**src/rtl/uhtr_pkg.sv**
```systemverilog
// Package of constants for the host transfer and resume control block
// Operation
// Remote wakeup on port starts resume signalling
// Resume held for 20 ms, then ends
// Operational state mid-resume ends it with EOP
// Software issues port resume after going operational
// Short IN: status write, then retirement write
// Frame boundary before status done: skip, retry IN
// Memory grants status writes within the frame
// Prefetch 16 ISO OUT bytes before token
// Underrun during stuffed bit must not hang SOF
// Memory keeps ISO OUT transmit buffer fed
// Underrun ends packet, records error, SOF continues
package uhtr_pkg;
    // ------------------------------------------------------------
    // Timing
    // ------------------------------------------------------------
    localparam int unsigned CLK_HZ = 40000000;
    localparam int unsigned RESUME_MS = 20;
    localparam int unsigned RESUME_CYCLES = (CLK_HZ / 1000) * RESUME_MS;
    // ------------------------------------------------------------
    // Isochronous OUT prefetch
    // ------------------------------------------------------------
    localparam int unsigned ISO_PREFETCH_BYTES = 16;
    // ------------------------------------------------------------
    // Memory write kinds and status codes
    // ------------------------------------------------------------
    localparam logic [1:0] WR_STATUS = 2'h1;
    localparam logic [1:0] WR_RETIRE = 2'h2;
    localparam logic [3:0] CC_NO_ERROR = 4'h0;
    localparam logic [3:0] CC_UNDERRUN = 4'hd;
    // ------------------------------------------------------------
    // Host functional states
    // ------------------------------------------------------------
    localparam logic [1:0] HFS_RESET = 2'h0;
    localparam logic [1:0] HFS_RESUME = 2'h1;
    localparam logic [1:0] HFS_OPERATIONAL = 2'h2;
    localparam logic [1:0] HFS_SUSPEND = 2'h3;
    // ------------------------------------------------------------
    // States
    // ------------------------------------------------------------
    typedef enum logic [1:0] {
        RS_IDLE = 2'b00,
        RS_DRIVE = 2'b01,
        RS_EOP = 2'b10
    } uhtr_rs_e;
    typedef enum logic [2:0] {
        IN_IDLE = 3'b000,
        IN_STATUS = 3'b001,
        IN_RETIRE = 3'b010,
        IN_RETRY = 3'b011
    } uhtr_in_e;
    typedef enum logic [2:0] {
        OS_IDLE = 3'b000,
        OS_FETCH = 3'b001,
        OS_TOKEN = 3'b010,
        OS_SEND = 3'b011,
        OS_ABORT = 3'b100
    } uhtr_os_e;
endpackage

```
**src/rtl/uhtr_buf2.sv**
```systemverilog
// Small buffer with valid and ready on both sides, two entries by default
`timescale 1ns/1ps
`default_nettype none
module uhtr_buf2 #(
    parameter int WIDTH = 8,
    parameter int DEPTH = 2
) (
    input wire logic clk,
    input wire logic rst,
    input wire logic in_valid,
    output logic in_ready,
    input wire logic [WIDTH-1:0] in_data,
    output logic out_valid,
    input wire logic out_ready,
    output logic [WIDTH-1:0] out_data
);
    localparam int AW = (DEPTH > 1) ? $clog2(DEPTH) : 1;
    localparam int CW = $clog2(DEPTH + 1);
    localparam logic [AW-1:0] LAST = AW'(DEPTH - 1);
    localparam logic [CW-1:0] FULL = CW'(DEPTH);
    logic [WIDTH-1:0] mem_r [DEPTH];
    logic [WIDTH-1:0] mem_nxt [DEPTH];
    logic [CW-1:0] cnt_r, cnt_nxt;
    logic [AW-1:0] rd_r, rd_nxt, wr_r, wr_nxt;
    logic push, pop;

    assign in_ready = (cnt_r != FULL);
    assign out_valid = (cnt_r != '0);
    assign out_data = mem_r[rd_r];
    assign push = in_valid && in_ready;
    assign pop = out_valid && out_ready;

    always_comb begin
        mem_nxt = mem_r;
        if (push) begin
            mem_nxt[wr_r] = in_data;
        end
        wr_nxt = wr_r;
        if (push) begin
            wr_nxt = (wr_r == LAST) ? '0 : wr_r + AW'(1);
        end
        rd_nxt = rd_r;
        if (pop) begin
            rd_nxt = (rd_r == LAST) ? '0 : rd_r + AW'(1);
        end
        cnt_nxt = cnt_r + CW'(push) - CW'(pop);
    end

    always_ff @(posedge clk or posedge rst) begin
        if (rst) begin
            mem_r <= '{default: '0};
            cnt_r <= '0;
            rd_r <= '0;
            wr_r <= '0;
        end else begin
            mem_r <= mem_nxt;
            cnt_r <= cnt_nxt;
            rd_r <= rd_nxt;
            wr_r <= wr_nxt;
        end
    end
endmodule // uhtr_buf2
`default_nettype wire

```
**src/rtl/uhtr_top.sv**
```systemverilog
// Host transfer completion, isochronous OUT feed and resume control
`timescale 1ns/1ps
`default_nettype none
module uhtr_top #(
    parameter int unsigned RESUME_CYCLES = uhtr_pkg::RESUME_CYCLES,
    parameter int unsigned PREFETCH = uhtr_pkg::ISO_PREFETCH_BYTES
) (
    input wire logic CLK,
    input wire logic SYS_RST,
    // Port and host state
    input wire logic WAKE_PIN,
    input wire logic [1:0] HFS,
    output logic RESUME_DRIVE,
    output logic RESUME_EOP,
    // Frame timing
    input wire logic FRAME_TICK,
    output logic SOF_SEND,
    // Short IN completion
    input wire logic IN_SHORT_DONE,
    output logic MEM_WR_REQ,
    output logic [1:0] MEM_WR_KIND,
    output logic [3:0] MEM_WR_CC,
    input wire logic MEM_WR_ACK,
    output logic IN_TOKEN_RETRY,
    // Isochronous OUT
    input wire logic ISO_START,
    input wire logic [10:0] ISO_LEN,
    input wire logic MEM_RD_VALID,
    output logic MEM_RD_READY,
    input wire logic [7:0] MEM_RD_DATA,
    output logic OUT_TOKEN,
    output logic TX_VALID,
    input wire logic TX_READY,
    output logic [7:0] TX_DATA,
    input wire logic TX_STUFFING,
    output logic TX_EOP,
    output logic ISO_UNDERRUN
);
    // ------------------------------------------------------------
    // Pin synchroniser
    // ------------------------------------------------------------
    logic wake_s1_r, wake_s2_r, wake_d_r;
    always_ff @(posedge CLK or posedge SYS_RST) begin
        if (SYS_RST) begin
            wake_s1_r <= 1'b0;
            wake_s2_r <= 1'b0;
            wake_d_r <= 1'b0;
        end else begin
            wake_s1_r <= WAKE_PIN;
            wake_s2_r <= wake_s1_r;
            wake_d_r <= wake_s2_r;
        end
    end

    // ------------------------------------------------------------
    // Resume signalling
    // ------------------------------------------------------------
    uhtr_pkg::uhtr_rs_e rs_r, rs_nxt;
    logic [31:0] rs_cnt_r, rs_cnt_nxt;
    always_comb begin
        rs_nxt = rs_r;
        rs_cnt_nxt = rs_cnt_r;
        unique case (rs_r)
            uhtr_pkg::RS_IDLE: begin
                if (wake_s2_r && !wake_d_r) begin
                    rs_nxt = uhtr_pkg::RS_DRIVE;
                    rs_cnt_nxt = 32'h0;
                end
            end
            uhtr_pkg::RS_DRIVE: begin
                rs_cnt_nxt = rs_cnt_r + 32'h1;
                if (HFS == uhtr_pkg::HFS_OPERATIONAL) begin
                    rs_nxt = uhtr_pkg::RS_EOP;
                end else if (rs_cnt_r == RESUME_CYCLES - 1) begin
                    rs_nxt = uhtr_pkg::RS_EOP;
                end
            end
            uhtr_pkg::RS_EOP: begin
                rs_nxt = uhtr_pkg::RS_IDLE;
            end
            default: begin
                rs_nxt = uhtr_pkg::RS_IDLE;
            end
        endcase
    end
    always_ff @(posedge CLK or posedge SYS_RST) begin
        if (SYS_RST) begin
            rs_r <= uhtr_pkg::RS_IDLE;
            rs_cnt_r <= 32'h0;
        end else begin
            rs_r <= rs_nxt;
            rs_cnt_r <= rs_cnt_nxt;
        end
    end
    assign RESUME_DRIVE = (rs_r == uhtr_pkg::RS_DRIVE);
    assign RESUME_EOP = (rs_r == uhtr_pkg::RS_EOP);

    // ------------------------------------------------------------
    // Short IN status update
    // ------------------------------------------------------------
    uhtr_pkg::uhtr_in_e in_r, in_nxt;
    logic frame_seen_r, frame_seen_nxt;
    always_comb begin
        in_nxt = in_r;
        frame_seen_nxt = frame_seen_r;
        unique case (in_r)
            uhtr_pkg::IN_IDLE: begin
                frame_seen_nxt = 1'b0;
                if (IN_SHORT_DONE) begin
                    in_nxt = uhtr_pkg::IN_STATUS;
                end
            end
            uhtr_pkg::IN_STATUS: begin
                if (FRAME_TICK) begin
                    frame_seen_nxt = 1'b1;
                end
                if (MEM_WR_ACK) begin
                    if (frame_seen_r || FRAME_TICK) begin
                        in_nxt = uhtr_pkg::IN_RETRY;
                    end else begin
                        in_nxt = uhtr_pkg::IN_RETIRE;
                    end
                end
            end
            uhtr_pkg::IN_RETIRE: begin
                if (MEM_WR_ACK) begin
                    in_nxt = uhtr_pkg::IN_IDLE;
                end
            end
            uhtr_pkg::IN_RETRY: begin
                in_nxt = uhtr_pkg::IN_IDLE;
            end
            default: begin
                in_nxt = uhtr_pkg::IN_IDLE;
            end
        endcase
    end
    always_ff @(posedge CLK or posedge SYS_RST) begin
        if (SYS_RST) begin
            in_r <= uhtr_pkg::IN_IDLE;
            frame_seen_r <= 1'b0;
        end else begin
            in_r <= in_nxt;
            frame_seen_r <= frame_seen_nxt;
        end
    end
    assign IN_TOKEN_RETRY = (in_r == uhtr_pkg::IN_RETRY);

    // ------------------------------------------------------------
    // Isochronous OUT feed
    // ------------------------------------------------------------
    uhtr_pkg::uhtr_os_e os_r, os_nxt;
    logic [10:0] fetched_r, fetched_nxt, sent_r, sent_nxt, len_r, len_nxt;
    logic ur_r, ur_nxt;
    logic buf_in_ready, buf_out_valid, fetch_en;
    assign fetch_en = (os_r == uhtr_pkg::OS_FETCH || os_r == uhtr_pkg::OS_TOKEN || os_r == uhtr_pkg::OS_SEND)
                      && (fetched_r < len_r);
    assign MEM_RD_READY = fetch_en && buf_in_ready;
    // Deep enough to hold the whole prefetch before the token
    uhtr_buf2 #(.WIDTH(8), .DEPTH(PREFETCH)) u_buf (
        .clk(CLK),
        .rst(SYS_RST),
        .in_valid(MEM_RD_VALID && fetch_en),
        .in_ready(buf_in_ready),
        .in_data(MEM_RD_DATA),
        .out_valid(buf_out_valid),
        .out_ready(TX_READY && os_r == uhtr_pkg::OS_SEND),
        .out_data(TX_DATA)
    );
    always_comb begin
        os_nxt = os_r;
        len_nxt = len_r;
        fetched_nxt = fetched_r + {10'h0, MEM_RD_VALID && MEM_RD_READY};
        sent_nxt = sent_r;
        ur_nxt = ur_r;
        unique case (os_r)
            uhtr_pkg::OS_IDLE: begin
                if (ISO_START) begin
                    os_nxt = uhtr_pkg::OS_FETCH;
                    len_nxt = ISO_LEN;
                    fetched_nxt = 11'h0;
                    sent_nxt = 11'h0;
                    ur_nxt = 1'b0;
                end
            end
            uhtr_pkg::OS_FETCH: begin
                // Prefetch whole packet if shorter than the prefetch depth
                if (fetched_r >= len_r || fetched_r >= PREFETCH[10:0]) begin
                    os_nxt = uhtr_pkg::OS_TOKEN;
                end
            end
            uhtr_pkg::OS_TOKEN: begin
                os_nxt = uhtr_pkg::OS_SEND;
            end
            uhtr_pkg::OS_SEND: begin
                if (TX_READY && buf_out_valid) begin
                    sent_nxt = sent_r + 11'h1;
                end
                if (sent_r == len_r) begin
                    os_nxt = uhtr_pkg::OS_IDLE;
                end else if (TX_READY && !buf_out_valid) begin
                    // Underrun, even mid stuffed bit, closes the packet
                    ur_nxt = 1'b1;
                    os_nxt = uhtr_pkg::OS_ABORT;
                end
            end
            uhtr_pkg::OS_ABORT: begin
                // Hold the abort until any stuffed bit has gone out
                if (!TX_STUFFING) begin
                    os_nxt = uhtr_pkg::OS_IDLE;
                end
            end
            default: begin
                os_nxt = uhtr_pkg::OS_IDLE;
            end
        endcase
    end
    always_ff @(posedge CLK or posedge SYS_RST) begin
        if (SYS_RST) begin
            os_r <= uhtr_pkg::OS_IDLE;
            len_r <= 11'h0;
            fetched_r <= 11'h0;
            sent_r <= 11'h0;
            ur_r <= 1'b0;
        end else begin
            os_r <= os_nxt;
            len_r <= len_nxt;
            fetched_r <= fetched_nxt;
            sent_r <= sent_nxt;
            ur_r <= ur_nxt;
        end
    end
    assign OUT_TOKEN = (os_r == uhtr_pkg::OS_TOKEN);
    assign TX_VALID = buf_out_valid && os_r == uhtr_pkg::OS_SEND;
    // EOP is driven only once any stuffed bit has gone out
    assign TX_EOP = (os_r == uhtr_pkg::OS_ABORT) && !TX_STUFFING;
    assign ISO_UNDERRUN = ur_r;

    // ------------------------------------------------------------
    // Descriptor writes and SOF
    // ------------------------------------------------------------
    always_comb begin
        MEM_WR_REQ = 1'b0;
        MEM_WR_KIND = 2'h0;
        MEM_WR_CC = uhtr_pkg::CC_NO_ERROR;
        if (in_r == uhtr_pkg::IN_STATUS) begin
            MEM_WR_REQ = 1'b1;
            MEM_WR_KIND = uhtr_pkg::WR_STATUS;
        end else if (in_r == uhtr_pkg::IN_RETIRE) begin
            MEM_WR_REQ = 1'b1;
            MEM_WR_KIND = uhtr_pkg::WR_RETIRE;
        end else if (os_r == uhtr_pkg::OS_ABORT && !TX_STUFFING) begin
            MEM_WR_REQ = 1'b1;
            MEM_WR_KIND = uhtr_pkg::WR_STATUS;
            MEM_WR_CC = uhtr_pkg::CC_UNDERRUN;
        end
    end
    // SOF never depends on transmit state, so it survives any underrun
    assign SOF_SEND = FRAME_TICK;
endmodule // uhtr_top
`default_nettype wire

```
**config.mk**
```make
export PLATFORM = sky130hd
export DESIGN_NAME = uhtr_top
export DESIGN_NICKNAME = d
export VERILOG_FILES = /design/src/rtl/uhtr_pkg.sv /design/src/rtl/uhtr_buf2.sv /design/src/rtl/uhtr_top.sv
export SDC_FILE = /design/constraint.sdc
export NUM_CORES = 1
export LEC_CHECK = 0
export BUFFER_PORTS_ARGS = -buffer_cell sky130_fd_sc_hd__buf_2
export CORE_MARGIN = 5
export CORE_UTILIZATION = 40
export DETAILED_ROUTE_END_ITERATION = 8
export GPL_TIMING_DRIVEN = 0
export SYNTH_ARGS = -nofsm -noshare
export SYNTH_HDL_FRONTEND = slang
export SYNTH_HIERARCHICAL = 1
export SYNTH_SLANG_ARGS = --single-unit
```
**constraint.sdc**
```tcl
create_clock -name CLK -period 12.1 [get_ports CLK]
set_input_delay 0.605 -clock CLK [delete_from_list [all_inputs] [get_ports CLK]]
set_output_delay 0.605 -clock CLK [all_outputs]
set_load 0.05 [all_outputs]
```
Yosys cells after proc, flatten, opt, wreduce, memory -nomap -nowiden --
Index checks and enable logic that the tools add are counted.
Word-level totals: flip-flop bits (word level) 219, logic and storage cells 154
Cells by class: add/sub/neg operators 7, magnitude comparators 6, equal/unequal tests 28, mux-type cells 45, bitwise gates (word level) 2, reductions and logical operators 35
Operators by type and width (count):
- 128-bit bitwise mux | 1
- 32-bit one-hot mux with 2 select lines | 1
- 11-bit 2-to-1 mux | 4
- 32-bit by 1-bit adder with 32-bit output (second input constant) | 1
- 8-bit binary-select mux with 4-bit select | 1
- 8-bit demux with 4-bit select | 1
- 32-bit by 20-bit equality test with 1-bit output (second input constant) | 1
- 32-bit 2-to-1 mux | 1
- 3-bit 2-to-1 mux | 8
- 8-bit 2-to-1 mux | 3
- 11-bit one-hot mux with 2 select lines | 1
- 4-bit 2-to-1 mux | 5
- 2-bit inequality test (second input constant) | 8
- 3-bit one-hot mux with 5 select lines | 1
- 1-bit logical AND | 13
- 3-bit by 2-bit equality test with 1-bit output (second input constant) | 4
- 11-bit by 1-bit adder with 11-bit output | 1
- 11-bit by 1-bit adder with 11-bit output (second input constant) | 1
- 11-bit equality test | 1
- 11-bit >= comparator | 1
- 11-bit by 5-bit >= comparator with 1-bit output (second input constant) | 1
- 11-bit < comparator | 1
- 5-bit >= comparator (second input constant) | 2
- 2-bit 2-to-1 mux | 5
- other kinds (26) | 56

Logic depth before layout (Yosys ltp) --
Gate-level depths: netlist of run 1.
depth in word-level cells 9, gate-level depth with buffers 20, mapped depth without buffers 18

Hierarchy --
The synthesis of run 1 kept the hierarchy.
Modules (own cells, without submodules):
- uhtr_buf2 | times used 1, cells each 463, area each 7000.5 um^2, seq. area each 3528.4 um^2
- uhtr_top | times used 1, cells each 425, area each 4063.9 um^2, seq. area each 1926.8 um^2

Worst setup path before layout of run 1 --
OpenSTA, ideal clock, no wires.
path type register to register, from register fetched_r[8], to register u_buf.cnt_r[4], data arrival time 3.425 ns, required time 11.977 ns, slack 8.552 ns, stages on the path, launching flop included 20, buffers on the path 2, period minus slack after synthesis 3.548 ns, path through dfrtp_1 ha_1 a211oi_1 nor2_1 a2111oi_0 o21ai_0 or2_2 nor2_1 and2_4 buf_6 buf_6 inv_1 ha_1 inv_1 ha_1 fa_1 a21oi_1 nor2_1 nor2_1 xnor2_1
Between the ends: cells in the longest elaborated chain, start to end 6
Ends and longest elaborated chain:
- from (decl) | line uhtr_top.sv:153 | logic [10:0] fetched_r, fetched_nxt, sent_r, sent_nxt, len_r, len_nxt;
- from (signal assigned) | line uhtr_top.sv:228 | fetched_r <= fetched_nxt;
- 11-bit < comparator | line uhtr_top.sv:157 | && (fetched_r < len_r);
- 1-bit logical AND | line uhtr_top.sv:157
- 1-bit logical AND | line uhtr_top.sv:163 | .in_valid(MEM_RD_VALID && fetch_en),
- 1-bit logical AND | line uhtr_buf2.sv:30 | assign push = in_valid && in_ready;
- 5-bit by 1-bit adder with 5-bit output | line uhtr_buf2.sv:46 | cnt_nxt = cnt_r + CW'(push) - CW'(pop);
- 5-bit by 1-bit subtractor with 5-bit output | line uhtr_buf2.sv:46
- via u_buf.cnt_nxt[4] | line uhtr_buf2.sv:23 | logic [CW-1:0] cnt_r, cnt_nxt;
- to (signal assigned) | line uhtr_buf2.sv:57 | cnt_r <= cnt_nxt;
- to (decl) | line uhtr_buf2.sv:23
The timed path passes the listed nets, and every way through them passes these cells. A chain may end at the register's enable or synchronous reset.

Final worst setup path of run 1 --
Ends and elaborated chain as after synthesis.

==> impl_metrics.yaml, run 1 <==
status:
  outcome: "finished clean"
clocking:
  post_cts_buffers: 0
  cts_sinks: 218
  cts_hold_buf: 0
  ctsResizeCount: 0
  cts-root-buf: "clkbuf_16"
  clk_latency_ns: 0.53
  cts_tree: "built"
  clk_pin_slew_worst_paths_ns: 0.06
  cts_buffers: 25
  htreeDepth: 1
  clk_path_buf_depth: 3
critical_path:
  path_max_fanout: 10
  worstSetupPathType: "flop to flop"
  crit_path_cell_trace: "ha_1 -> a211oi_1 -> nor2_1 -> a2111oi_0 -> o21ai_0 -> or2_2 -> nor2_1 -> and2_4 -> buf_6 -> buf_6 -> inv_1 -> ha_1 -> inv_1 -> ha_1 -> fa_1 -> a21oi_1 -> nor2_1 -> nor2_1 -> xnor2_1"
  cp_top_family: "adder cells"
  r2r_slack_ns: 8.07
  required_ns: 12.55
  arrival_ns: 4.48
  crit_slowest_cell: "dfrtp_1"
  cpMostUsedCell: "nor2_1"
  r2r-start: "fetched_r[8]"
  r2r-end: "u_buf/cnt_r[4]"
  max_stage_delay_ns: 0.43
  rr_worst_depth: 19
  start_kind: "flop"
  critPathBufInv: 4
  cp-end-kind: "flop"
finish:
  drive_above_1_share_pct: 30.21
  fill_cells: 2429
  seq_area_mm2: 0.005455
  antennaDiodeCount: 0
  multiInputGateArea_mm2: 0.005207
  syn2layout_area_growth_pct: 14.46
  nets: 1028
  final_cells: 1355
sta:
  slew_headroom_pct: 40.43
  hold_violations: 0
  fin_crit_ns: 4.027
  setup_viol_count_final: 0
  post-route-period-util_pct: 33.28
  slew_violations: 0
  tns_ns: 0
  clock_skew_ns: 0.02193
  worst_pin_slew_ns: 0.8936
  fmax_mhz: 248.3
  rsz0062_at_grt: "no"
  setup_ws_ns: 8.073
  hold-worst-slack_ns: 0.1518
detailed_routing:
  wirelength_um: 24460
  vias: 7147
  wl_met1_um: 11640
  wl_met2_um: 11190
  drc: 0
  vias_per_cell: 5.275
  wl_per_cell_um: 18.05
  routed.top_layer: "met4"
  drt_iter0_markers: 497
  met3_length_um: 1031
  drt_pre_antenna_iters: 5
  ant_nets: 0
synth:
  ys_types: 69
  syn_inst: 888
  ys_ff_latch: 218
  netlist_area_mm2: 0.01106
  ys_async_sr_fraction_pct: 100.0
  synth.most_common_cell: "dfrtp_1"
  synth_ff_type: "dfrtp_1"
  synth_top_area_share_pct: 49.30
  synthesis.nets: 946
  ys_top_cells_by_area: "dfrtp_1 (49%), mux2_2 (7.6%), mux2_4 (7.6%), mux2i_1 (3.7%), mux4_2 (3.3%)"
  syn-mean-instance-area_um2: 12.46
  synth_common_cells: "dfrtp_1 (218), mux2_2 (75), nand2_1 (58), mux2_4 (56), o21ai_0 (47)"
  synth-seq-area-share_pct: 49.30
  synth_area_leader_cell: "dfrtp_1"
  synth-edff-count: 0
  yosysWarnings: 6
grt:
  grt_pass1_wl_um: 40580
  antenna_found_initial: 0
  grt_usage_pct: 16.07
  gr-total-overflow: 0
  grt_pass1_vias: 7471
  grt_start_max_net_pins: 93
power:
  comb_power_share_pct: 42.2
  swShare_pct: 37.46
  p_sw_w: 0.001221
  vdd_drop_max_mv: 0.1585
  pwr-share-seq_pct: 34.9
  p_leak_nw: 5.905
  clkPwrFrac_pct: 22.9
  power_w: 0.003259
  p_int_w: 0.002038
  power_density_mw_per_mm2: 257.3
placed_design:
  dp_cells: 1315
  hpwl_um: 16530
  gp_congestion: 0.8049
  port_buffers: 53
  pre_cts_ws_ns: 8.192
floorplan:
  num_io_pins: 55
  row_count: 60
  dieArea_mm2: 0.03109
  die_height_um: 176.3
  start_util_pct: 40.83
  die_width_um: 176.3
  core_mm2: 0.02710
flow_run:
  drv_cap: 0
worst_hold_path:
  worst_hold_path_type: "primary input to asynchronous set/reset pin"
[cells by family (layout without fill, tap and decap cells)]
family                   Yosys count  in the layout  synth area share (%)
adder cells (fa/ha/maj)           28             28                 3.212
buffers and inverters             80            175                 3.630
flip-flops                       218            218                 49.30
multiplexers                     189            189                 22.30
AO/OA/AOI/OAI                    108            108                 6.491
AND/OR/NAND/NOR                  225            225                 11.94
XOR/XNOR                          39             39                 3.087
other                              1              1               0.03389
[layer usage]
layer	vias to the layer above	track usage, %
met5	-	0
met4	0	4.061
met3	33	2.141
met2	120	25.71
met1	3633	23.26
li1	3361	-
[worst register-to-register path, delay by kind of cell, from the launching register on]
family | cells | cell delay, ns
xor+xnor | 1 | 0.12
compound gates | 4 | 1.01
flops | 1 | 0.43
fa+ha+maj | 4 | 1.20
simple gates | 6 | 0.83
buf+inv | 4 | 0.37
[metrics by stage]
| step | instance area, µm² | utilization (%) |
|---|---|---|
| 2_1_floorplan | 11060 | - |
| 3_3_place_gp | 11800 | 43.52 |
| 3_5_place_dp | 11860 | 43.75 |
| 4_1_cts | 12660 | 46.73 |
| 5_1_grt | 12660 | 46.73 |
| 6_report | 12660 | 46.73 |
[registers in the layout, summed over array words and instances, names as in the netlist, 2 cells and up]
name and count:
u_buf/mem_r 128, rs_cnt_r 32, fetched_r 11, len_r 11
sent_r 11, u_buf/cnt_r 5, u_buf/rd_r 4, u_buf/wr_r 4
os_r 3, in_r 2, rs_r 2
[worst max path at each step]
stage | from | to | slack, ns | depth (start not counted)
6_report | fetched_r[8] | u_buf/cnt_r[4] | 8.07 | 19
5_1_grt | fetched_r[8] | u_buf/cnt_r[4] | 7.76 | 19
2_1_floorplan | SYS_RST | u_buf/cnt_r[0] | 7.71 | 1
4_1_cts | fetched_r[8] | u_buf/cnt_r[4] | 8.09 | 19
3_5_place_dp | fetched_r[8] | u_buf/cnt_r[4] | 8.19 | 19
3_3_place_gp | SYS_RST | u_buf/mem_r[98] | 5.84 | 2
[final cells by class]
cell class              count  share of cell area (%)
inverters                  34                   1.067
multi-input cells         590                   41.12
well taps                 372                   3.675
clock buffers              34                   5.681
flip-flops and latches    218                   43.07
repair buffers             55                   2.529
plain buffers              46                   2.164
clock inverters             6                  0.6916
[cells in the final DEF (no fill, tap or decap), types with 25 or more instances in the layout]
| master | netlist | final |
|---|---|---|
| dfrtp_1 | 218 | 218 |
| mux2_2 | 75 | 75 |
| buf_2 | 11 | 64 |
| nand2_1 | 58 | 58 |
| mux2_4 | 56 | 56 |
| o21ai_0 | 47 | 47 |
| mux2i_1 | 41 | 41 |
| nor2_1 | 40 | 40 |
| nand3_1 | 33 | 33 |
| inv_1 | 32 | 30 |
| xnor2_1 | 27 | 27 |
| ha_1 | 26 | 26 |
| clkbuf_16 | 0 | 25 |
[power by group through the flow]
stage          clock (W)  sequential [W]  combinational [W]
5_1_grt         0.000796         0.00117            0.00149
2_1_floorplan          0         0.00110            0.00109
4_1_cts         0.000770         0.00113            0.00138
6_report        0.000748         0.00114            0.00138
3_3_place_gp           0         0.00114            0.00135
3_5_place_dp           0         0.00114            0.00138
(Power assumes the default switching activity.)
==> inputs of run 2 (changes only) <==
Clock period 12.1 ns to 4.2 ns, I/O delays scaled along.
==> run 2 against run 1 <==
  * Combinational power grew to 2.9 times the previous value
  * Sequential power grew to 2.9 times the previous value
  * Fmax grew 3.3%
  * Register-to-register slack lost 7.8 ns
  * Die area is the same
  * Largest cell class unchanged
  * Largest power group unchanged
==> impl_metrics.yaml, run 2 (same netlist as run 1, synthesis figures left out) <==
clocking:
  cts_sinks: 218
  clk_path_buf_depth: 3
  post_cts_buffers: 0
  cts_buffers: 25
  clk_pin_slew_worst_paths_ns: 0.06
  cts_tree: "built"
  cts-root-buf: "clkbuf_16"
  htreeDepth: 1
  clk_latency_ns: 0.53
critical_path:
  r2r-start: "fetched_r[8]"
  worstSetupPathType: "flop to flop"
  path_max_fanout: 10
  cp-end-kind: "flop"
  required_ns: 4.65
  start_kind: "flop"
  arrival_ns: 4.35
  r2r-end: "u_buf/cnt_r[4]"
  r2r_slack_ns: 0.30
  rr_worst_depth: 19
finish:
  antennaDiodeCount: 0
  top_regs: "u_buf/mem_r: 128 flops, rs_cnt_r: 32 flops"
  nets: 1047
  layout_commonest_cell: "dfrtp_1"
  final_cells: 1374
  largest_register_ffs: 128
  syn2layout_area_growth_pct: 16.24
  final_cell_mix: "dfrtp_1 (218), mux2_2 (75), buf_2 (64), nand2_1 (58), mux2_4 (56)"
  drive_above_1_share_pct: 29.74
  largest_register: "u_buf/mem_r"
floorplan:
  num_io_pins: 55
  core_mm2: 0.02710
  row_count: 60
  die_height_um: 176.3
  start_util_pct: 40.83
  dieArea_mm2: 0.03109
  die_width_um: 176.3
placed_design:
  port_buffers: 53
  gp_congestion: 0.8049
  hpwl_um: 16530
  dp_cells: 1315
sta:
  hold_violations: 0
  slew_headroom_pct: 40.35
  worst_pin_slew_ns: 0.8948
  post-route-period-util_pct: 92.84
  slew_violations: 0
  setup_viol_count_final: 0
  fmax_mhz: 256.5
  clock_skew_ns: 0.02327
  rsz0062_at_grt: "no"
  fin_crit_ns: 3.899
  hold-worst-slack_ns: 0.01327
worst_hold_path:
  holdPathStages: 2
  hp-start: "MEM_RD_DATA[7]"
  min_to: "u_buf/mem_r[87]"
  worst_hold_path_type: "primary input to flop"
detailed_routing:
  vias_per_cell: 5.275
  drt_iter0_markers: 499
  drc: 0
  wirelength_um: 24780
  ant_nets: 0
  drt_pre_antenna_iters: 5
  vias: 7248
  wl_per_cell_um: 18.03
power:
  p_leak_nw: 5.987
  power_density_mw_per_mm2: 732.4
  vdd_drop_max_mv: 0.4565
flow_run:
  drv_cap: 0
grt:
  grt_pass1_vias: 7594
  grt_usage_pct: 16.31
  grt_start_max_net_pins: 93
  antenna_found_initial: 0
  gr-total-overflow: 0
  grt_pass1_wl_um: 41170
status:
  outcome: "finished clean"
[run 2: routing by layer]
metal | GRT usage, % | routed length, µm | part of all wire (%) | up-vias
li1 | - | - | - | 3400
met1 | 23.35 | 11830 | 48 | 3680
met2 | 26.29 | 11410 | 46 | 131
met3 | 2.206 | 913 | 3.7 | 37
met4 | 4.224 | 634 | 2.6 | 0
met5 | 0 | 0 | 0 | -
[run 2: critical path: stages, from the launching register on]
cell and delay, ns:
dfrtp_1 0.43, ha_1 0.34, a211oi_1 0.27, nor2_1 0.10, a2111oi_2 0.32, o21ai_1 0.15
or2_2 0.32, nor2_1 0.09, and2_4 0.14, buf_6 0.13, buf_6 0.14, inv_1 0.05
ha_1 0.26, inv_1 0.04, ha_1 0.19, fa_1 0.41, a21oi_1 0.16, nor2_1 0.06
nor2_1 0.12, xnor2_1 0.12
[run 2: worst max path at each step]
stage	to	startpoint	depth (start not counted)	slack, ns
5_1_grt	u_buf/cnt_r[4]	fetched_r[8]	19	0.10
4_1_cts	u_buf/cnt_r[4]	fetched_r[8]	19	0.19
2_1_floorplan	u_buf/cnt_r[0]	SYS_RST	1	0.21
3_5_place_dp	u_buf/cnt_r[4]	fetched_r[8]	19	0.29
6_report	u_buf/cnt_r[4]	fetched_r[8]	19	0.30
3_3_place_gp	u_buf/mem_r[98]	SYS_RST	2	-1.67
[run 2: layout make-up]
class / instances / area, µm²
fillers: 2414 / 14240
flip-flops and latches: 218 / 5455
multi-input cells: 590 / 5214
clock buffers: 34 / 719.4
repair buffers: 74 / 510.5
well taps: 372 / 465.4
plain buffers: 46 / 274.0
inverters: 34 / 135.1
clock inverters: 6 / 87.58
[run 2: power by group]
part	total, W	internal (W)	leakage, nW	switching, W
combinational	0.00399	0.00174	2.76	0.00225
sequential	0.00327	0.00284	2.83	0.000436
clock	0.00216	0.00131	0.400	0.000848
total	0.00942	0.00589	5.99	0.00353
[run 2: per-stage QoR]
step	area [µm²]	worst slack (ns)	setup TNS, ns	util (%)	power, W
2_1_floorplan	11060	0.2088	0	-	0.006301
3_3_place_gp	11800	-1.669	-233.80	43.52	0.007177
3_5_place_dp	11860	0.2922	0	43.75	0.007262
4_1_cts	12850	0.1925	0	47.43	0.009491
5_1_grt	12860	0.1042	0	47.46	0.009970
6_report	12860	0.3008	0	47.46	0.009420
[run 2: timing repair]
item | 4_1_cts | 5_1_grt
hold buffers | 19 | 0
gates resized for setup | 0 | 3
hold endpoints to repair | 102 | 0
endpoints found under the setup margin | 0 | 1
==> inputs of run 3 (changes only) <==
Settings changed: CELL_PAD_IN_SITES_DETAIL_PLACEMENT set to 1, CELL_PAD_IN_SITES_GLOBAL_PLACEMENT set to 2, CTS_CLUSTER_SIZE set to 12, PLACE_DENSITY_LB_ADDON set to 0.1.
==> run 3 against run 2 <==
  * Sequential cell count is the same
  * Die area is the same
  * Critical path depth is the same
  * Worst setup slack lost 0.015 ns
  * Global-route usage grew 1.7 points
  * Wire length grew 10%
  * Count of clock-buffer cells in the layout is the same
  * Fmax shrank 0.38%
  * First-iteration DRC count shrank 21%
  * Design area grew 0.33%
==> impl_metrics.yaml, run 3 (same netlist as run 1, synthesis figures left out) <==
detailed_routing:
  ant_nets: 0
  drc: 0
  vias_per_cell: 5.326
  drt_iter0_markers: 395
  vias: 7329
  wl_per_cell_um: 19.84
  wirelength_um: 27290
  drt_pre_antenna_iters: 4
status:
  outcome: "finished clean"
flow_run:
  drv_cap: 0
sta:
  slew_violations: 0
  post-route-period-util_pct: 93.20
  fmax_mhz: 255.5
  fin_crit_ns: 3.914
  tns_ns: 0
  slew_headroom_pct: 47.63
  hold_violations: 0
  worst_pin_slew_ns: 0.7855
  setup_viol_count_final: 0
  hold-worst-slack_ns: 0.01599
  clock_skew_ns: 0.01872
grt:
  gr-total-overflow: 0
  grt_pass1_wl_um: 44910
  grt_pass1_vias: 7918
  antenna_found_initial: 0
  grt_start_max_net_pins: 79
  grt_usage_pct: 17.97
finish:
  layout_commonest_cell: "dfrtp_1"
  fill_cells: 2844
  syn2layout_area_growth_pct: 16.62
  nets: 1045
  largest_register: "u_buf/mem_r"
  drive_above_1_share_pct: 30.48
  antennaDiodeCount: 0
  design_area_mm2: 0.01290
  final_cell_mix: "dfrtp_1 (218), mux2_2 (75), buf_2 (64), nand2_1 (58), mux2_4 (56)"
  largest_register_ffs: 128
  top_regs: "u_buf/mem_r: 128 flops, rs_cnt_r: 32 flops"
critical_path:
  rr_worst_depth: 19
  required_ns: 4.64
  start_kind: "flop"
  arrival_ns: 4.35
  cp-end-kind: "flop"
  worstSetupPathType: "flop to flop"
  path_max_fanout: 10
clocking:
  clk_pin_slew_worst_paths_ns: 0.06
  post_cts_buffers: 0
  cts-root-buf: "clkbuf_16"
  clk_latency_ns: 0.53
  clk_path_buf_depth: 3
  cts_buffers: 25
  cts_sinks: 218
  cts_tree: "built"
  htreeDepth: 1
placed_design:
  dpl_cell_area_mm2: 0.01186
  port_buffers: 53
  gp_congestion: 0.7526
  hpwl_um: 18710
power:
  p_int_w: 0.005979
  vdd_drop_max_mv: 0.4836
  p_leak_nw: 6.010
  pwr-share-seq_pct: 34.2
  clkPwrFrac_pct: 23.7
  comb_power_share_pct: 42.1
  p_sw_w: 0.003616
  swShare_pct: 37.69
  power_density_mw_per_mm2: 743.6
worst_hold_path:
  worst_hold_path_type: "primary input to flop"
  holdPathStages: 2
floorplan:
  die_height_um: 176.3
  dieArea_mm2: 0.03109
  core_mm2: 0.02710
  row_count: 60
  num_io_pins: 55
  die_width_um: 176.3
  start_util_pct: 40.83
## run 3: cell types whose count changed in the layout (fill, tap and decap cells not counted), sizes merged
| cell | change |
|---|---|
| bufinv | +1 |
| dlygate4sd3 | -2 |
| clkinv | +4 |
| inv | -1 |
## run 3: power by group through the flow
stage | clock network [W] | logic (W) | registers, W
final | 0.00228 | 0.00404 | 0.00328
after floorplan | 0 | 0.00313 | 0.00317
after CTS | 0.00234 | 0.00407 | 0.00328
after global placement | 0 | 0.00394 | 0.00328
after global routing | 0.00243 | 0.00437 | 0.00337
after detailed placement | 0 | 0.00402 | 0.00330
## run 3: path summary, 6_finish.rpt
check / startpoint / to / slack, ns
max reg2reg: fetched_r[8] / u_buf/cnt_r[4] / 0.29
max: fetched_r[8] / u_buf/cnt_r[4] / 0.29
min: MEM_RD_DATA[1] / u_buf/mem_r[1] / 0.02
min reg2reg: wake_s1_r / wake_s2_r / 0.35
min in group asynchronous: SYS_RST / rs_cnt_r[18] / 0.23
max in group asynchronous: SYS_RST / u_buf/cnt_r[4] / 3.01
## run 3: layer usage
metal | vias up | wire (µm) | track usage, %
met1 | 3801 | 13490 | 26.47
met4 | 0 | 658 | 4.451
li1 | 3403 | - | -
met3 | 43 | 748 | 2.355
met2 | 82 | 12390 | 28.24
met5 | - | 0 | 0
## run 3: stage by stage
stage / power [W] / setup WS [ns] / utilization (%) / instances
final: 0.009595 / 0.2858 / 47.61 / 1376
after global routing: 0.01018 / -0.02942 / 47.61 / 1376
after CTS: 0.009694 / 0.07844 / 47.55 / 1376
after detailed placement: 0.007325 / 0.1833 / 43.75 / 1315
after global placement: 0.007224 / -1.785 / 43.52 / 1313
after floorplan: 0.006301 / 0.2088 / - / 888
## run 3: critical path, stage by stage, from the launching register on
cell	delay, ns
dfrtp_1	0.43
ha_1	0.35
a211oi_2	0.25
nor2_1	0.09
a2111oi_2	0.32
o21ai_1	0.14
or2_2	0.32
nor2_1	0.10
and2_4	0.14
buf_6	0.14
buf_6	0.15
inv_1	0.05
ha_1	0.27
inv_1	0.04
ha_1	0.20
fa_2	0.38
a21oi_2	0.13
nor2_1	0.05
nor2_1	0.13
xnor2_1	0.14
## run 3: layout make-up
class                      count  area (µm²)  share of cell area [%]
sequential                   218        5455                   42.28
clock buffer                  34       729.5                   5.653
buffer                        46       274.0                   2.124
timing repair buffer          72       490.5                   3.801
multi-input combinational    590        5225                   40.49
clock inverter                10       128.9                  0.9987
inverter                      34       135.1                   1.047
tap                          372       465.4                   3.607
## run 3: what timing repair did
action	4_1_cts	5_1_grt
resized for setup	0	6
hold buffers	17	0
setup endpoints to repair	0	1
endpoints found under the hold margin	101	0
